<file path="config.mk">
export PLATFORM = sky130hd
export DESIGN_NAME = accel_interrupt_status
export DESIGN_NICKNAME = d
export VERILOG_FILES = /design/src/accel_irq_pkg.sv /design/src/accel_interrupt_status.sv
export SDC_FILE = /design/constraint.sdc
export NUM_CORES = 1
export LEC_CHECK = 0
export BUFFER_PORTS_ARGS = -buffer_cell sky130_fd_sc_hd__buf_4
export CORE_MARGIN = 1
export CORE_UTILIZATION = 45
export DETAILED_ROUTE_END_ITERATION = 10
export GPL_ROUTABILITY_DRIVEN = 0
export PLACE_DENSITY_LB_ADDON = 0.25
export SLEW_MARGIN = 20
export SYNTH_ARGS = -nofsm -noshare
export SYNTH_HDL_FRONTEND = slang
export SYNTH_SLANG_ARGS = --single-unit
</file>
<file path="constraint.sdc">
create_clock -name clock -period 6.55 [get_ports clock]
set_input_delay 0.9825 -clock clock [delete_from_list [all_inputs] [get_ports clock]]
set_output_delay 0.9825 -clock clock [all_outputs]
set_load 0.1 [all_outputs]
</file>
<file path="src/accel_irq_pkg.sv">
// package for the accelerometer interrupt status block
// assumes a single 100 MHz clock domain and a byte-wide register read port
package accel_irq_pkg;

    // ------------------------------------------------------------
    // register map
    // ------------------------------------------------------------
    localparam logic [7:0] data_status_addr = 8'h00;
    localparam logic [7:0] x_high_addr = 8'h01;
    localparam logic [7:0] y_high_addr = 8'h03;
    localparam logic [7:0] z_high_addr = 8'h05;
    localparam logic [7:0] power_state_addr = 8'h0b;
    localparam logic [7:0] irq_origin_addr = 8'h0c;
    localparam logic [7:0] part_identity_addr = 8'h0d;
    localparam logic [7:0] orientation_state_addr = 8'h10;
    localparam logic [7:0] fall_motion_event_addr = 8'h16;
    localparam logic [7:0] transient_event_addr = 8'h1e;
    localparam logic [7:0] tap_event_addr = 8'h22;

    // ------------------------------------------------------------
    // field positions and values
    // ------------------------------------------------------------
    localparam int autosleep_pos = 7;
    localparam int transient_pos = 5;
    localparam int orientation_pos = 4;
    localparam int tap_pos = 3;
    localparam int fall_motion_pos = 2;
    localparam int sample_ready_pos = 0;
    localparam int fresh_pos = 3;
    localparam int overrun_pos = 7;
    localparam logic [7:0] byte_zero = 8'h00;
    localparam logic [15:0] count_zero = 16'h0000;
    localparam logic [15:0] count_one = 16'h0001;
    localparam logic [2:0] axes_none = 3'h0;
    localparam logic [2:0] axes_all = 3'h7;

    typedef enum logic [1:0]
    {
        mode_standby = 2'b00,
        mode_wake = 2'b01,
        mode_sleep = 2'b10
    } power_state_t;

    // event conditions from the embedded functions, all levels
    typedef struct packed
    {
        logic sample_fresh;
        logic sample_overrun;
        logic transient_active;
        logic tap_active;
        logic fall_motion_active;
        logic [1:0] portrait_landscape_state;
        logic front_back_state;
        logic tilt_lockout_bit;
    } event_in_t;

    // interrupt enables and auto sleep controls
    typedef struct packed
    {
        logic active;
        logic autosleep_en;
        logic sample_ready_en;
        logic transient_en;
        logic orientation_en;
        logic tap_en;
        logic fall_motion_en;
        logic [4:0] wake_src_en;
        logic [2:0] axis_en;
    } control_t;

endpackage

</file>
<file path="src/accel_interrupt_status.sv">
// interrupt source, power state and identity registers of the accelerometer
// assumes event levels and read strobes synchronous to clock
//
// Summary of operation
// - power state field reads 00 standby, 01 wake, 10 sleep; resets 00
// - flags set on rising condition and held until their clearing read
// - a one means the function asserted; zero means not or deasserted
// - irq origin at 0x0c: bits 7,5,4,3,2,0; bits 6,1 zero; reset 0
// - sample ready flag when overrun or fresh set and enabled
// - sample ready flag clears only on axis data read, not status read
// - combined fresh bit clears once high bytes of enabled axes are read
// - autosleep flag set on sleep/wake event; cleared by power state read
// - wake to sleep after idle timeout without interrupt; low rate
// - sleep to wake on selected wake event; high rate
// - transient flag from its event bit and enable; cleared reading it
// - orientation flag from changed bit and enable; cleared reading it
// - orientation changed bit set on front/back, portrait or lockout change
// - tap flag from tap event bit and enable; cleared reading it
// - fall/motion flag from its event bit and enable; cleared reading it
// - identity register at 0x0d is read only and fixed
module accel_interrupt_status #(
    parameter logic [7:0] part_code = 8'h5c, // arbitrary value
    parameter int count_width = 16
)(
    // clock and reset
    input wire logic clock,
    input wire logic arst_n,
    // embedded function conditions and controls
    input wire accel_irq_pkg::event_in_t events,
    input wire accel_irq_pkg::control_t ctrl,
    input wire logic [count_width-1:0] idle_timeout_count,
    // register read port
    input wire logic rd_en,
    input wire logic [7:0] rd_addr,
    output logic [7:0] rd_data,
    // status out
    output accel_irq_pkg::power_state_t power_state_code,
    output logic high_output_rate,
    output logic [7:0] irq_origin
);

    // the counter is cleared and incremented through 16-bit package constants
    if (count_width < 1 || count_width > 16)
    begin
        $error("count_width must be 1..16");
    end

    // ------------------------------------------------------------
    // read decode
    // ------------------------------------------------------------
    logic rd_power, rd_trans, rd_orient, rd_tap, rd_fm, rd_status;
    logic [2:0] rd_axis;
    always_comb
    begin
        rd_power = rd_en && rd_addr == accel_irq_pkg::power_state_addr;
        rd_trans = rd_en && rd_addr == accel_irq_pkg::transient_event_addr;
        rd_orient = rd_en &&
            rd_addr == accel_irq_pkg::orientation_state_addr;
        rd_tap = rd_en && rd_addr == accel_irq_pkg::tap_event_addr;
        rd_fm = rd_en && rd_addr == accel_irq_pkg::fall_motion_event_addr;
        rd_status = rd_en && rd_addr == accel_irq_pkg::data_status_addr;
        rd_axis[0] = rd_en && rd_addr == accel_irq_pkg::x_high_addr;
        rd_axis[1] = rd_en && rd_addr == accel_irq_pkg::y_high_addr;
        rd_axis[2] = rd_en && rd_addr == accel_irq_pkg::z_high_addr;
    end

    // ------------------------------------------------------------
    // orientation change detection and axis read tracking
    // ------------------------------------------------------------
    logic [3:0] orient_prev_q, orient_prev_d;
    logic orient_changed_q, orient_changed_d;
    logic [2:0] axes_read_q, axes_read_d;
    logic fresh_clr;
    logic [3:0] orient_now;
    always_comb
    begin
        orient_now = {events.portrait_landscape_state,
            events.front_back_state, events.tilt_lockout_bit};
        orient_prev_d = orient_now;
        orient_changed_d = orient_changed_q;
        if (rd_orient)
            orient_changed_d = 1'b0;
        if (orient_now != orient_prev_q)
            orient_changed_d = 1'b1;
        // a read clears, a simultaneous change sets again
        axes_read_d = (axes_read_q | rd_axis) & ctrl.axis_en;
        fresh_clr = 1'b0;
        if (ctrl.axis_en != accel_irq_pkg::axes_none &&
            axes_read_d == ctrl.axis_en)
        begin
            fresh_clr = 1'b1;
            axes_read_d = accel_irq_pkg::axes_none;
        end
    end

    // ------------------------------------------------------------
    // interrupt source flags
    // ------------------------------------------------------------
    logic [7:0] cond, cond_prev_q, flags_q, flags_d, clr;
    logic aslp_event;
    always_comb
    begin
        cond = accel_irq_pkg::byte_zero;
        // the autosleep bit stays out of cond: the idle counter reads cond,
        // and the sleep event that sets this flag depends on that counter
        cond[accel_irq_pkg::transient_pos] =
            events.transient_active & ctrl.transient_en;
        cond[accel_irq_pkg::orientation_pos] =
            orient_changed_q & ctrl.orientation_en;
        cond[accel_irq_pkg::tap_pos] = events.tap_active & ctrl.tap_en;
        cond[accel_irq_pkg::fall_motion_pos] =
            events.fall_motion_active & ctrl.fall_motion_en;
        cond[accel_irq_pkg::sample_ready_pos] = ctrl.sample_ready_en &
            (events.sample_fresh | events.sample_overrun);
        clr = accel_irq_pkg::byte_zero;
        clr[accel_irq_pkg::autosleep_pos] = rd_power;
        clr[accel_irq_pkg::transient_pos] = rd_trans;
        clr[accel_irq_pkg::orientation_pos] = rd_orient;
        clr[accel_irq_pkg::tap_pos] = rd_tap;
        clr[accel_irq_pkg::fall_motion_pos] = rd_fm;
        // status read alone leaves the data flag set
        clr[accel_irq_pkg::sample_ready_pos] = fresh_clr & ~rd_status;
        // set beats clear so no rising edge is lost
        flags_d = (flags_q & ~clr) | (cond & ~cond_prev_q);
        // a mode change lasts one cycle, so the event is its own edge
        if (aslp_event && ctrl.autosleep_en)
            flags_d[accel_irq_pkg::autosleep_pos] = 1'b1;
    end

    // ------------------------------------------------------------
    // auto sleep / wake machine
    // ------------------------------------------------------------
    accel_irq_pkg::power_state_t mode_q, mode_d;
    logic [count_width-1:0] idle_q, idle_d;
    logic any_irq, wake_hit;
    always_comb
    begin
        any_irq = |(cond & ~cond_prev_q);
        wake_hit = |(ctrl.wake_src_en & {cond[accel_irq_pkg::transient_pos],
            cond[accel_irq_pkg::orientation_pos],
            cond[accel_irq_pkg::tap_pos],
            cond[accel_irq_pkg::fall_motion_pos],
            cond[accel_irq_pkg::sample_ready_pos]});
        mode_d = mode_q;
        idle_d = idle_q;
        aslp_event = 1'b0;
        case (mode_q)
            accel_irq_pkg::mode_standby:
            begin
                idle_d = count_width'(accel_irq_pkg::count_zero);
                if (ctrl.active)
                    mode_d = accel_irq_pkg::mode_wake;
            end
            accel_irq_pkg::mode_wake:
            begin
                if (!ctrl.active)
                    mode_d = accel_irq_pkg::mode_standby;
                else if (any_irq || !ctrl.autosleep_en)
                    idle_d = count_width'(accel_irq_pkg::count_zero);
                else if (idle_q > idle_timeout_count)
                begin
                    mode_d = accel_irq_pkg::mode_sleep;
                    aslp_event = 1'b1;
                end
                else
                    idle_d = idle_q + count_width'(accel_irq_pkg::count_one);
            end
            accel_irq_pkg::mode_sleep:
            begin
                idle_d = count_width'(accel_irq_pkg::count_zero);
                if (!ctrl.active)
                    mode_d = accel_irq_pkg::mode_standby;
                else if (wake_hit || !ctrl.autosleep_en)
                begin
                    mode_d = accel_irq_pkg::mode_wake;
                    aslp_event = wake_hit;
                end
            end
            default:
                mode_d = accel_irq_pkg::mode_standby;
        endcase
    end

    // ------------------------------------------------------------
    // read data mux
    // ------------------------------------------------------------
    logic [7:0] rd_data_d;
    always_comb
    begin
        rd_data_d = accel_irq_pkg::byte_zero;
        if (rd_en)
        begin
            case (rd_addr)
                accel_irq_pkg::power_state_addr:
                    rd_data_d = {6'h00, mode_q};
                accel_irq_pkg::irq_origin_addr:
                    rd_data_d = flags_q;
                accel_irq_pkg::part_identity_addr:
                    rd_data_d = part_code;
                accel_irq_pkg::orientation_state_addr:
                    rd_data_d = {orient_changed_q, events.tilt_lockout_bit,
                        3'h0, events.portrait_landscape_state,
                        events.front_back_state};
                default:
                    rd_data_d = accel_irq_pkg::byte_zero;
            endcase
        end
    end

    // ------------------------------------------------------------
    // registers
    // ------------------------------------------------------------
    always_ff @(posedge clock or negedge arst_n)
    begin
        if (!arst_n)
        begin
            orient_prev_q <= 4'h0;
            orient_changed_q <= 1'b0;
            axes_read_q <= accel_irq_pkg::axes_none;
            cond_prev_q <= accel_irq_pkg::byte_zero;
            flags_q <= accel_irq_pkg::byte_zero;
            mode_q <= accel_irq_pkg::mode_standby;
            idle_q <= '0;
            rd_data <= accel_irq_pkg::byte_zero;
            power_state_code <= accel_irq_pkg::mode_standby;
            high_output_rate <= 1'b0;
            irq_origin <= accel_irq_pkg::byte_zero;
        end
        else
        begin
            orient_prev_q <= orient_prev_d;
            orient_changed_q <= orient_changed_d;
            axes_read_q <= axes_read_d;
            cond_prev_q <= cond;
            flags_q <= flags_d;
            mode_q <= mode_d;
            idle_q <= idle_d;
            rd_data <= rd_data_d;
            power_state_code <= mode_d;
            high_output_rate <= mode_d == accel_irq_pkg::mode_wake;
            irq_origin <= flags_d;
        end
    end

endmodule

</file>
==> flow_metrics.py, run 1 <==
metrics = {
    "clock_network": {
        "postCtsHoldBufs": 0,
        "cts_setup_buffers": 0,
        "tritoncts": "done",
        "clkSlewWorstSetupHoldPaths_ns": 0.09,
        "numCtsBuffers": 5,
        "h-tree-depth": 2,
        "clock_latency_ns": 0.31,
        "cts_max_path_buffers": 2,
        "cts_root_buffer": "clkbuf_8",
        "clock-sinks": 46,
        "cts_resized": 0,
    },
    "timing": {
        "finalWorstSetupSlack_ns": 3.27,
        "worst_slew_pin_slew_ns": 0.615,
        "fin_skew_ns": 0.00612,
        "rsz0062_at_grt": "false",
        "slew_headroom_pct": 58.7,
        "tns_ns": 0,
        "period_minus_slack_ns": 3.28,
        "final_max_slew_viol_count": 0,
        "whs_ns": 0.468,
        "fmax_mhz": 305,
        "final.period_utilization_pct": 50.1,
        "finalHoldViolCount": 0,
        "setup_viol": 0,
    },
    "synth": {
        "syn_area_mm2": 0.00273,
        "yosysWarningCount": 0,
        "async_flop_share_pct": 100,
        "yosysSeqAreaShare_pct": 42.1,
        "synth.avg_cell_area_um2": 9.17,
        "synth_seq_cells": 46,
        "ys_types": 46,
        "synthFlopType": "dfrtp_1",
        "synth_edf_count": 0,
        "syn_inst": 298,
    },
    "global_route": {
        "grt_pass1_wl_mm": 11.2,
        "gr-usage-all-layers_pct": 22.6,
        "grt-ovfl-total": 0,
        "antenna_found_initial": 0,
        "grt_start_max_net_pins": 47,
        "grt_pass1_vias": 2355,
    },
    "placement": {
        "dp_hpwl_mm": 5.12,
        "pre_cts_ws_ns": 2.97,
        "portBuffers": 67,
        "dpl_cell_area_mm2": 0.00330,
        "place_inst": 434,
    },
    "worst_setup_path": {
        "cp_slowest_stage_delay_ns": 0.47,
        "worst-path-buf-inv": 2,
        "worstPathArrival_ns": 3.51,
        "critical_path.max_fanout": 11,
        "worstSetupEndpointType": "flip-flop",
        "path_depth": 10,
        "r2r.worst_path.cells": 8,
        "start_kind": "input port",
        "path_cells": "buf_4 -> inv_1 -> ha_1 -> a21oi_1 -> o21ai_0 -> a221o_1 -> o311a_4 -> nor2_1 -> nand2_1 -> o31ai_1",
        "critical_path_class": "in2reg",
        "required_ns": 6.78,
        "cp_top_family": "compound AO/OA/AOI/OAI gates",
        "slowest_stage": "nor2_1",
    },
    "power": {
        "fin_total_pwr_uw": 680,
        "leakage_nw": 1.65,
        "pwr_density_cell_mw_per_mm2": 201,
        "vdd_ir_drop_max_uv": 219,
    },
    "final_layout": {
        "nNetsFinal": 438,
        "layout-drive-gt1-share_pct": 21.5,
        "fillCellCount": 552,
        "syn_to_final_growth_pct": 24.1,
        "antennaDiodeCount": 0,
        "design_area_mm2": 0.00339,
        "final_core_util_pct": 57.6,
        "fin_cells": 442,
    },
    "hold_path": {
        "holdCritPathClass": "reg2reg",
        "worstHoldPathCells": 1,
    },
    "die": {
        "die_h_um": 79.9,
        "start_util_pct": 46.4,
        "dieArea_mm2": 0.00639,
        "die_x_um": 79.9,
        "rows": 28,
        "num_io_pins": 70,
        "design.core.area_mm2": 0.00589,
    },
    "detailed_routing": {
        "num_vias": 2474,
        "dr.pass1.iters": 4,
        "vias_per_cell": 5.60,
        "final_antenna_net_count": 0,
        "drcViolationCount": 0,
        "wirelength_mm": 6.52,
        "drt-wirelength-per-cell_um": 14.8,
        "drtIter0Drc": 198,
    },
    "outcome": {
        "status": "complete, no violations",
    },
    "run": {
        "maxCapViolations": 0,
    },
}
## flip-flops by register name, indices dropped and copies added, names as in the netlist
| register | flops |
|---|---|
| axes_read_q | 3 |
| orient_changed_q | 1 |
| high_output_rate | 1 |
| flags_q | 6 |
| orient_prev_q | 4 |
| rd_data | 8 |
| mode_q | 2 |
| idle_q | 16 |
| cond_prev_q | 5 |
## path summary, 6_finish.rpt
path / from / slack (ns) / endpoint
worst max-delay path: idle_timeout_count[7] / 3.27 / idle_q[5]$_DFFE_PN0P_
worst min-delay path: cond_prev_q[5]$_DFF_PN0_ / 0.47 / flags_q[5]$_DFF_PN0_
worst max register to register: idle_q[7]$_DFFE_PN0P_ / 3.55 / idle_q[5]$_DFFE_PN0P_
worst min register to register: cond_prev_q[5]$_DFF_PN0_ / 0.47 / flags_q[5]$_DFF_PN0_
max in group asynchronous: arst_n / 5.51 / idle_q[14]$_DFFE_PN0P_
min in group asynchronous: arst_n / 0.65 / idle_q[4]$_DFFE_PN0P_
## cell families after synthesis
kind of cell	synth area share, %
simple gates	24.1
compound gates	16.5
flops	42.1
buf+inv	4.86
fa+ha+maj	9.62
xor+xnor	2.24
other cells	0.137
mux	0.366
## synth_stat cells (6+ instances only)
cell     instances  share of area, %
nand3_1         17               3.1
ha_1            21               9.6
nand2_1         23               3.2
inv_1           26               3.6
and3_1          10               2.3
o21ai_0         20               3.7
dfrtp_1         46                42
and2_1           6               1.4
nor4_1           6               1.4
a21oi_1         16               2.9
nand4_1          9               2.1
nor2_1          20               2.7
## cells in the final DEF, fill, tap and decap left out, types with 3 or more instances in the layout
cell type  synthesis  layout
xor2_1             5       5
a32o_1             3       3
a31oi_1            3       3
inv_1             26      26
ha_1              21      21
o2bb2ai_1          5       5
nand4_1            9       9
dfrtp_1           46      46
nand3_1           17      17
a21o_1             3       3
nor3_1             5       5
nand2_1           23      23
buf_4              2      67
clkbuf_8           0       5
nor2_1            20      20
nand2b_1           5       5
a21oi_1           16      16
and3_1            10      10
or3_1              3       3
a22oi_1            3       3
nor2b_1            4       4
o21ai_0           20      20
and2_1             6       6
o31ai_1            4       4
nor4_1             6       6
## per-layer routing
metal  GRT usage [%]  wire (um)
met5               0          0
met2            35.1       3040
met1            32.0       2980
met3            4.57        419
met4            5.71         80
## report_power, final
part	switching [mW]	leakage (nW)	internal, mW
combinational	0.131	1.02	0.0589
clock	0.108	0.0408	0.0764
sequential	0.0114	0.593	0.295
## cell type report
| cell class | instances | area (um2) | share of cell area (%) |
|---|---|---|---|
| clock buffer | 5 | 68.8 | 2.03 |
| clock inverter | 3 | 23.8 | 0.701 |
| inverter | 26 | 97.6 | 2.88 |
| multi-input combinational | 220 | 1450 | 42.8 |
| sequential | 46 | 1150 | 34.0 |
| tap | 75 | 93.8 | 2.77 |
| timing repair buffer | 67 | 503 | 14.8 |
Note: power is estimated with default switching activity, not from simulation.
==> inputs of run 2 (changes only) <==
Clock period 6.55 ns to 2.7 ns, I/O delays scaled along.
==> run 2 against run 1 <==
Hold slack lost 0.38 ns. Cell count grew 2.0%. Die area is the same. Combinational power grew to 2.6 times the previous value. Via count grew 0.89%. First-iteration DRC count shrank 23%. Count of clock-buffer cells in the layout is the same. Critical path type is now reg2reg. Critical endpoint is now idle_q[14]$_DFFE_PN0P_.
==> flow_metrics.py, run 2 (synthesized netlist as in run 1, its figures left out) <==
metrics = {
    "outcome": {
        "status": "complete, no violations",
    },
    "die": {
        "die_h_um": 79.9,
        "die_x_um": 79.9,
        "design.core.area_mm2": 0.00589,
        "rows": 28,
        "start_util_pct": 46.4,
        "num_io_pins": 70,
        "dieArea_mm2": 0.00639,
    },
    "timing": {
        "worst_slew_pin_slew_ns": 0.581,
        "period_minus_slack_ns": 2.55,
        "whs_ns": 0.0849,
        "fmax_mhz": 392,
        "finalHoldViolCount": 0,
        "fin_skew_ns": 0.0107,
        "final.period_utilization_pct": 94.6,
        "rsz0062_at_grt": "true",
        "final_max_slew_viol_count": 0,
        "setup_viol": 0,
        "slew_headroom_pct": 60.9,
    },
    "final_layout": {
        "nNetsFinal": 447,
        "multi_input_area_mm2": 0.00147,
        "final_common_cell": "buf_4",
        "layout_common_cells": "buf_4, dfrtp_1, inv_1, nand2_1, ha_1",
        "largest_reg_flops": 16,
        "antennaDiodeCount": 0,
        "layout-drive-gt1-share_pct": 24.2,
        "design_area_mm2": 0.00348,
        "fin_cells": 451,
        "regArea_mm2": 0.00115,
        "fillCellCount": 516,
        "syn_to_final_growth_pct": 27.4,
        "reg_top3": "idle_q: 16 flops, rd_data: 8 flops, flags_q: 6 flops",
        "largest-register": "idle_q",
    },
    "run": {
        "maxCapViolations": 0,
    },
    "detailed_routing": {
        "drt-wirelength-per-cell_um": 14.4,
        "drtIter0Drc": 153,
        "dr.pass1.iters": 4,
        "num_vias": 2496,
        "wirelength_mm": 6.52,
        "final_antenna_net_count": 0,
        "vias_per_cell": 5.53,
        "drcViolationCount": 0,
    },
    "global_route": {
        "grt_pass1_wl_mm": 11.0,
        "grt-ovfl-total": 0,
        "grt_pass1_vias": 2411,
        "antenna_found_initial": 0,
        "grt_start_max_net_pins": 47,
        "gr-usage-all-layers_pct": 22.4,
    },
    "clock_network": {
        "tritoncts": "done",
        "cts_max_path_buffers": 2,
        "numCtsBuffers": 5,
        "cts_root_buffer": "clkbuf_8",
        "postCtsHoldBufs": 0,
        "h-tree-depth": 2,
        "clock-sinks": 46,
        "clock_latency_ns": 0.30,
        "clkSlewWorstSetupHoldPaths_ns": 0.10,
    },
    "hold_path": {
        "holdCritPathClass": "in2async",
    },
    "power": {
        "vdd_ir_drop_max_uv": 729,
        "pwr_density_cell_mw_per_mm2": 479,
        "leakage_nw": 1.70,
    },
    "placement": {
        "dpl_cell_area_mm2": 0.00336,
        "place_inst": 443,
        "portBuffers": 67,
        "dp_hpwl_mm": 5.17,
    },
    "worst_setup_path": {
        "required_ns": 2.94,
        "critical_path.max_fanout": 8,
        "start_kind": "flip-flop",
        "worstSetupEndpointType": "flip-flop",
        "critical_path_class": "reg2reg",
        "worstPathArrival_ns": 2.79,
    },
}
-- run 2: layer usage --
layer | global-route usage, % | routed length [um] | share of wire (%) | vias up
li1 | - | - | - | 1228
met2 | 35.6 | 3000 | 46 | 68
met5 | 0 | 0 | 0 | -
met3 | 3.43 | 334 | 5.1 | 8
met1 | 31.2 | 3090 | 47 | 1192
met4 | 7.32 | 93 | 1.4 | 0
-- run 2: worst paths after layout --
path                                               start  depth (start not counted)                          to  slack, ns
worst min register to register  cond_prev_q[5]$_DFF_PN0_                          1        flags_q[5]$_DFF_PN0_       0.46
worst max register to register     idle_q[9]$_DFFE_PN0P_                          8      idle_q[14]$_DFFE_PN0P_       0.15
worst max-delay path               idle_q[9]$_DFFE_PN0P_                          8      idle_q[14]$_DFFE_PN0P_       0.15
worst min-delay path                              arst_n                          1       idle_q[9]$_DFFE_PN0P_       0.08
max in group asynchronous                         arst_n                          1        rd_data[5]$_DFF_PN0_       2.21
min in group clock                             events[0]                          1  orient_prev_q[0]$_DFF_PN0_       0.23
-- run 2: power breakdown --
group | switching (mW) | leakage [nW] | total (mW) | internal, mW
clock | 0.250 | 0.0447 | 0.437 | 0.187
sequential | 0.0288 | 0.593 | 0.744 | 0.715
combinational | 0.325 | 1.06 | 0.486 | 0.162
-- run 2: cell type report --
cell class / instances / share of cell area [%]
multi-input cells: 220 / 42.3
flip-flops and latches: 46 / 33.1
repair buffers: 76 / 16.4
clock buffers: 5 / 1.98
clock inverters: 3 / 0.719
well taps: 75 / 2.70
inverters: 26 / 2.80
-- run 2: stage by stage --
stage               TNS [ns]  total power, mW  utilization [%]  worst slack, ns
floorplan                  0             1.06                -            0.222
CTS                        0             1.67             58.8           0.0587
global route               0             1.74             59.1          0.00727
finish                     0             1.67             59.1            0.147
detailed placement   -0.0804             1.24             57.2          -0.0342
global placement           0             1.23             57.2           0.0590
-- run 2: repair_timing --
item / in CTS / in global routing
buffers inserted: 0 / 0
gates resized for setup: 0 / 6
setup endpoints to repair: 0 / 10
-- run 2: worst max-delay path, cell delays in order, from the launching register on --
cell and delay, ns:
dfrtp_1 0.44, ha_1 0.32, nand4_1 0.16, nor2_1 0.07
a221o_1 0.36, o311a_4 0.38, nor4_4 0.30, or3b_1 0.38
o21ai_0 0.07
==> inputs of run 3 (changes only) <==
Settings changed: MAX_ROUTING_LAYER set to met4.
==> run 3 against run 2 <==
Sequential cell count unchanged. Critical path depth unchanged. Wire length decreased by 0.25%.
==> flow_metrics.py, run 3 (synthesized netlist as in run 1, its figures left out) <==
metrics = {
    "outcome": {
        "status": "complete, no violations",
    },
    "timing": {
        "finalWorstSetupSlack_ns": 0.146,
        "period_minus_slack_ns": 2.55,
        "fin_skew_ns": 0.0105,
        "worst_slew_pin_slew_ns": 0.583,
        "fmax_mhz": 392,
        "tns_ns": 0,
        "finalHoldViolCount": 0,
        "final.period_utilization_pct": 94.6,
        "rsz0062_at_grt": "true",
        "final_max_slew_viol_count": 0,
        "slew_headroom_pct": 60.8,
        "setup_viol": 0,
    },
    "clock_network": {
        "numCtsBuffers": 5,
        "clkSlewWorstSetupHoldPaths_ns": 0.10,
        "postCtsHoldBufs": 0,
        "cts_root_buffer": "clkbuf_8",
        "h-tree-depth": 2,
        "cts_setup_buffers": 0,
        "clock-sinks": 46,
        "clock_latency_ns": 0.30,
        "cts_max_path_buffers": 2,
        "tritoncts": "done",
    },
    "worst_setup_path": {
        "r2r.worst_path.cells": 8,
        "r2r_end": "idle_q[14]$_DFFE_PN0P_",
        "start_kind": "flip-flop",
        "reg2reg_setup_slack_ns": 0.15,
        "critical_path.max_fanout": 8,
        "critical_path_class": "reg2reg",
        "worstSetupEndpointType": "flip-flop",
        "worstPathArrival_ns": 2.79,
        "required_ns": 2.93,
        "worstReg2RegStart": "idle_q[9]$_DFFE_PN0P_",
    },
    "final_layout": {
        "syn_to_final_growth_pct": 27.4,
        "layout-drive-gt1-share_pct": 24.2,
        "reg_top3": "idle_q: 16 flops, rd_data: 8 flops, flags_q: 6 flops",
        "layout_common_cells": "buf_4, dfrtp_1, inv_1, nand2_1, ha_1",
        "fin_cells": 451,
        "largest_reg_flops": 16,
        "antennaDiodeCount": 0,
        "final_common_cell": "buf_4",
        "largest-register": "idle_q",
        "fillCellCount": 516,
        "nNetsFinal": 447,
    },
    "die": {
        "die_h_um": 79.9,
        "rows": 28,
        "design.core.area_mm2": 0.00589,
        "num_io_pins": 70,
        "die_x_um": 79.9,
        "dieArea_mm2": 0.00639,
        "start_util_pct": 46.4,
    },
    "global_route": {
        "grt_start_max_net_pins": 47,
        "gr-usage-all-layers_pct": 23.0,
        "grt-ovfl-total": 0,
        "antenna_found_initial": 0,
        "grt_pass1_wl_mm": 10.9,
        "grt_pass1_vias": 2409,
    },
    "detailed_routing": {
        "final_antenna_net_count": 0,
        "dr.pass1.iters": 4,
        "vias_per_cell": 5.55,
        "drcViolationCount": 0,
        "wirelength_mm": 6.50,
        "drtIter0Drc": 153,
        "drt-wirelength-per-cell_um": 14.4,
        "num_vias": 2501,
    },
    "placement": {
        "pre_cts_ws_ns": -0.0342,
        "place_inst": 443,
        "dp_hpwl_mm": 5.17,
        "portBuffers": 67,
    },
    "power": {
        "leakage_nw": 1.70,
        "vdd_ir_drop_max_uv": 729,
        "pwr_density_cell_mw_per_mm2": 478,
    },
    "hold_path": {
        "holdCritPathClass": "in2async",
    },
    "run": {
        "maxCapViolations": 0,
    },
}
[run 3: metal layers]
metal	vias up	GRT usage [%]	wire length [um]
met5	-	-	0
li1	1231	-	-
met2	70	35.6	3020
met3	6	4.23	334
met1	1194	31.2	3070
met4	0	6.25	77
[run 3: how the worst max path moves through the flow]
stage	end	from	slack, ns
3_5_place_dp	idle_q[14]$_DFFE_PN0P_	idle_timeout_count[7]	-0.03
6_report	idle_q[14]$_DFFE_PN0P_	idle_q[9]$_DFFE_PN0P_	0.15
5_1_grt	idle_q[14]$_DFFE_PN0P_	idle_q[11]$_DFFE_PN0P_	0.007
4_1_cts	idle_q[14]$_DFFE_PN0P_	idle_q[7]$_DFFE_PN0P_	0.06
2_1_floorplan	idle_q[14]$_DFFE_PN0P_	idle_timeout_count[14]	0.22
3_3_place_gp	idle_q[14]$_DFFE_PN0P_	idle_timeout_count[14]	0.06
[run 3: final cells by class]
cell class                 instances  area [um2]  area share [%]
clock buffer                       5        68.8            1.98
sequential                        46        1150            33.1
timing repair buffer              76         571            16.4
tap                               75        93.8            2.70
clock inverter                     3        25.0           0.719
multi-input combinational        220        1470            42.3
inverter                          26        97.6            2.80
[run 3: stage by stage]
stage                     utilization, %  hold WS, ns  total power [mW]  area (um2)
after floorplan                        -        0.109              1.06        2740
after global placement              57.2        0.436              1.23        3360
after detailed placement            57.2        0.441              1.24        3360
after CTS                           58.8        0.110              1.67        3460
after global routing                59.1        0.133              1.75        3480
final                               59.1       0.0859              1.67        3480
[run 3: critical path, stage by stage, from the launching register on]
cell and delay [ns]:
dfrtp_1 0.44, ha_1 0.31, nand4_1 0.16, nor2_1 0.07, a221o_1 0.36, o311a_4 0.38, nor4_4 0.30, or3b_1 0.38
o21ai_0 0.07
[run 3: timing repair]
item | CTS | global route
resized for setup | 0 | 6
endpoints found under the setup margin | 0 | 10
hold endpoints to repair | 0 | 0
[run 3: report_power, final]
group          total (mW)  switching, mW  internal (mW)
clock               0.436          0.249          0.187
sequential          0.744         0.0288          0.715
combinational       0.486          0.324          0.162
total                1.67          0.602           1.06
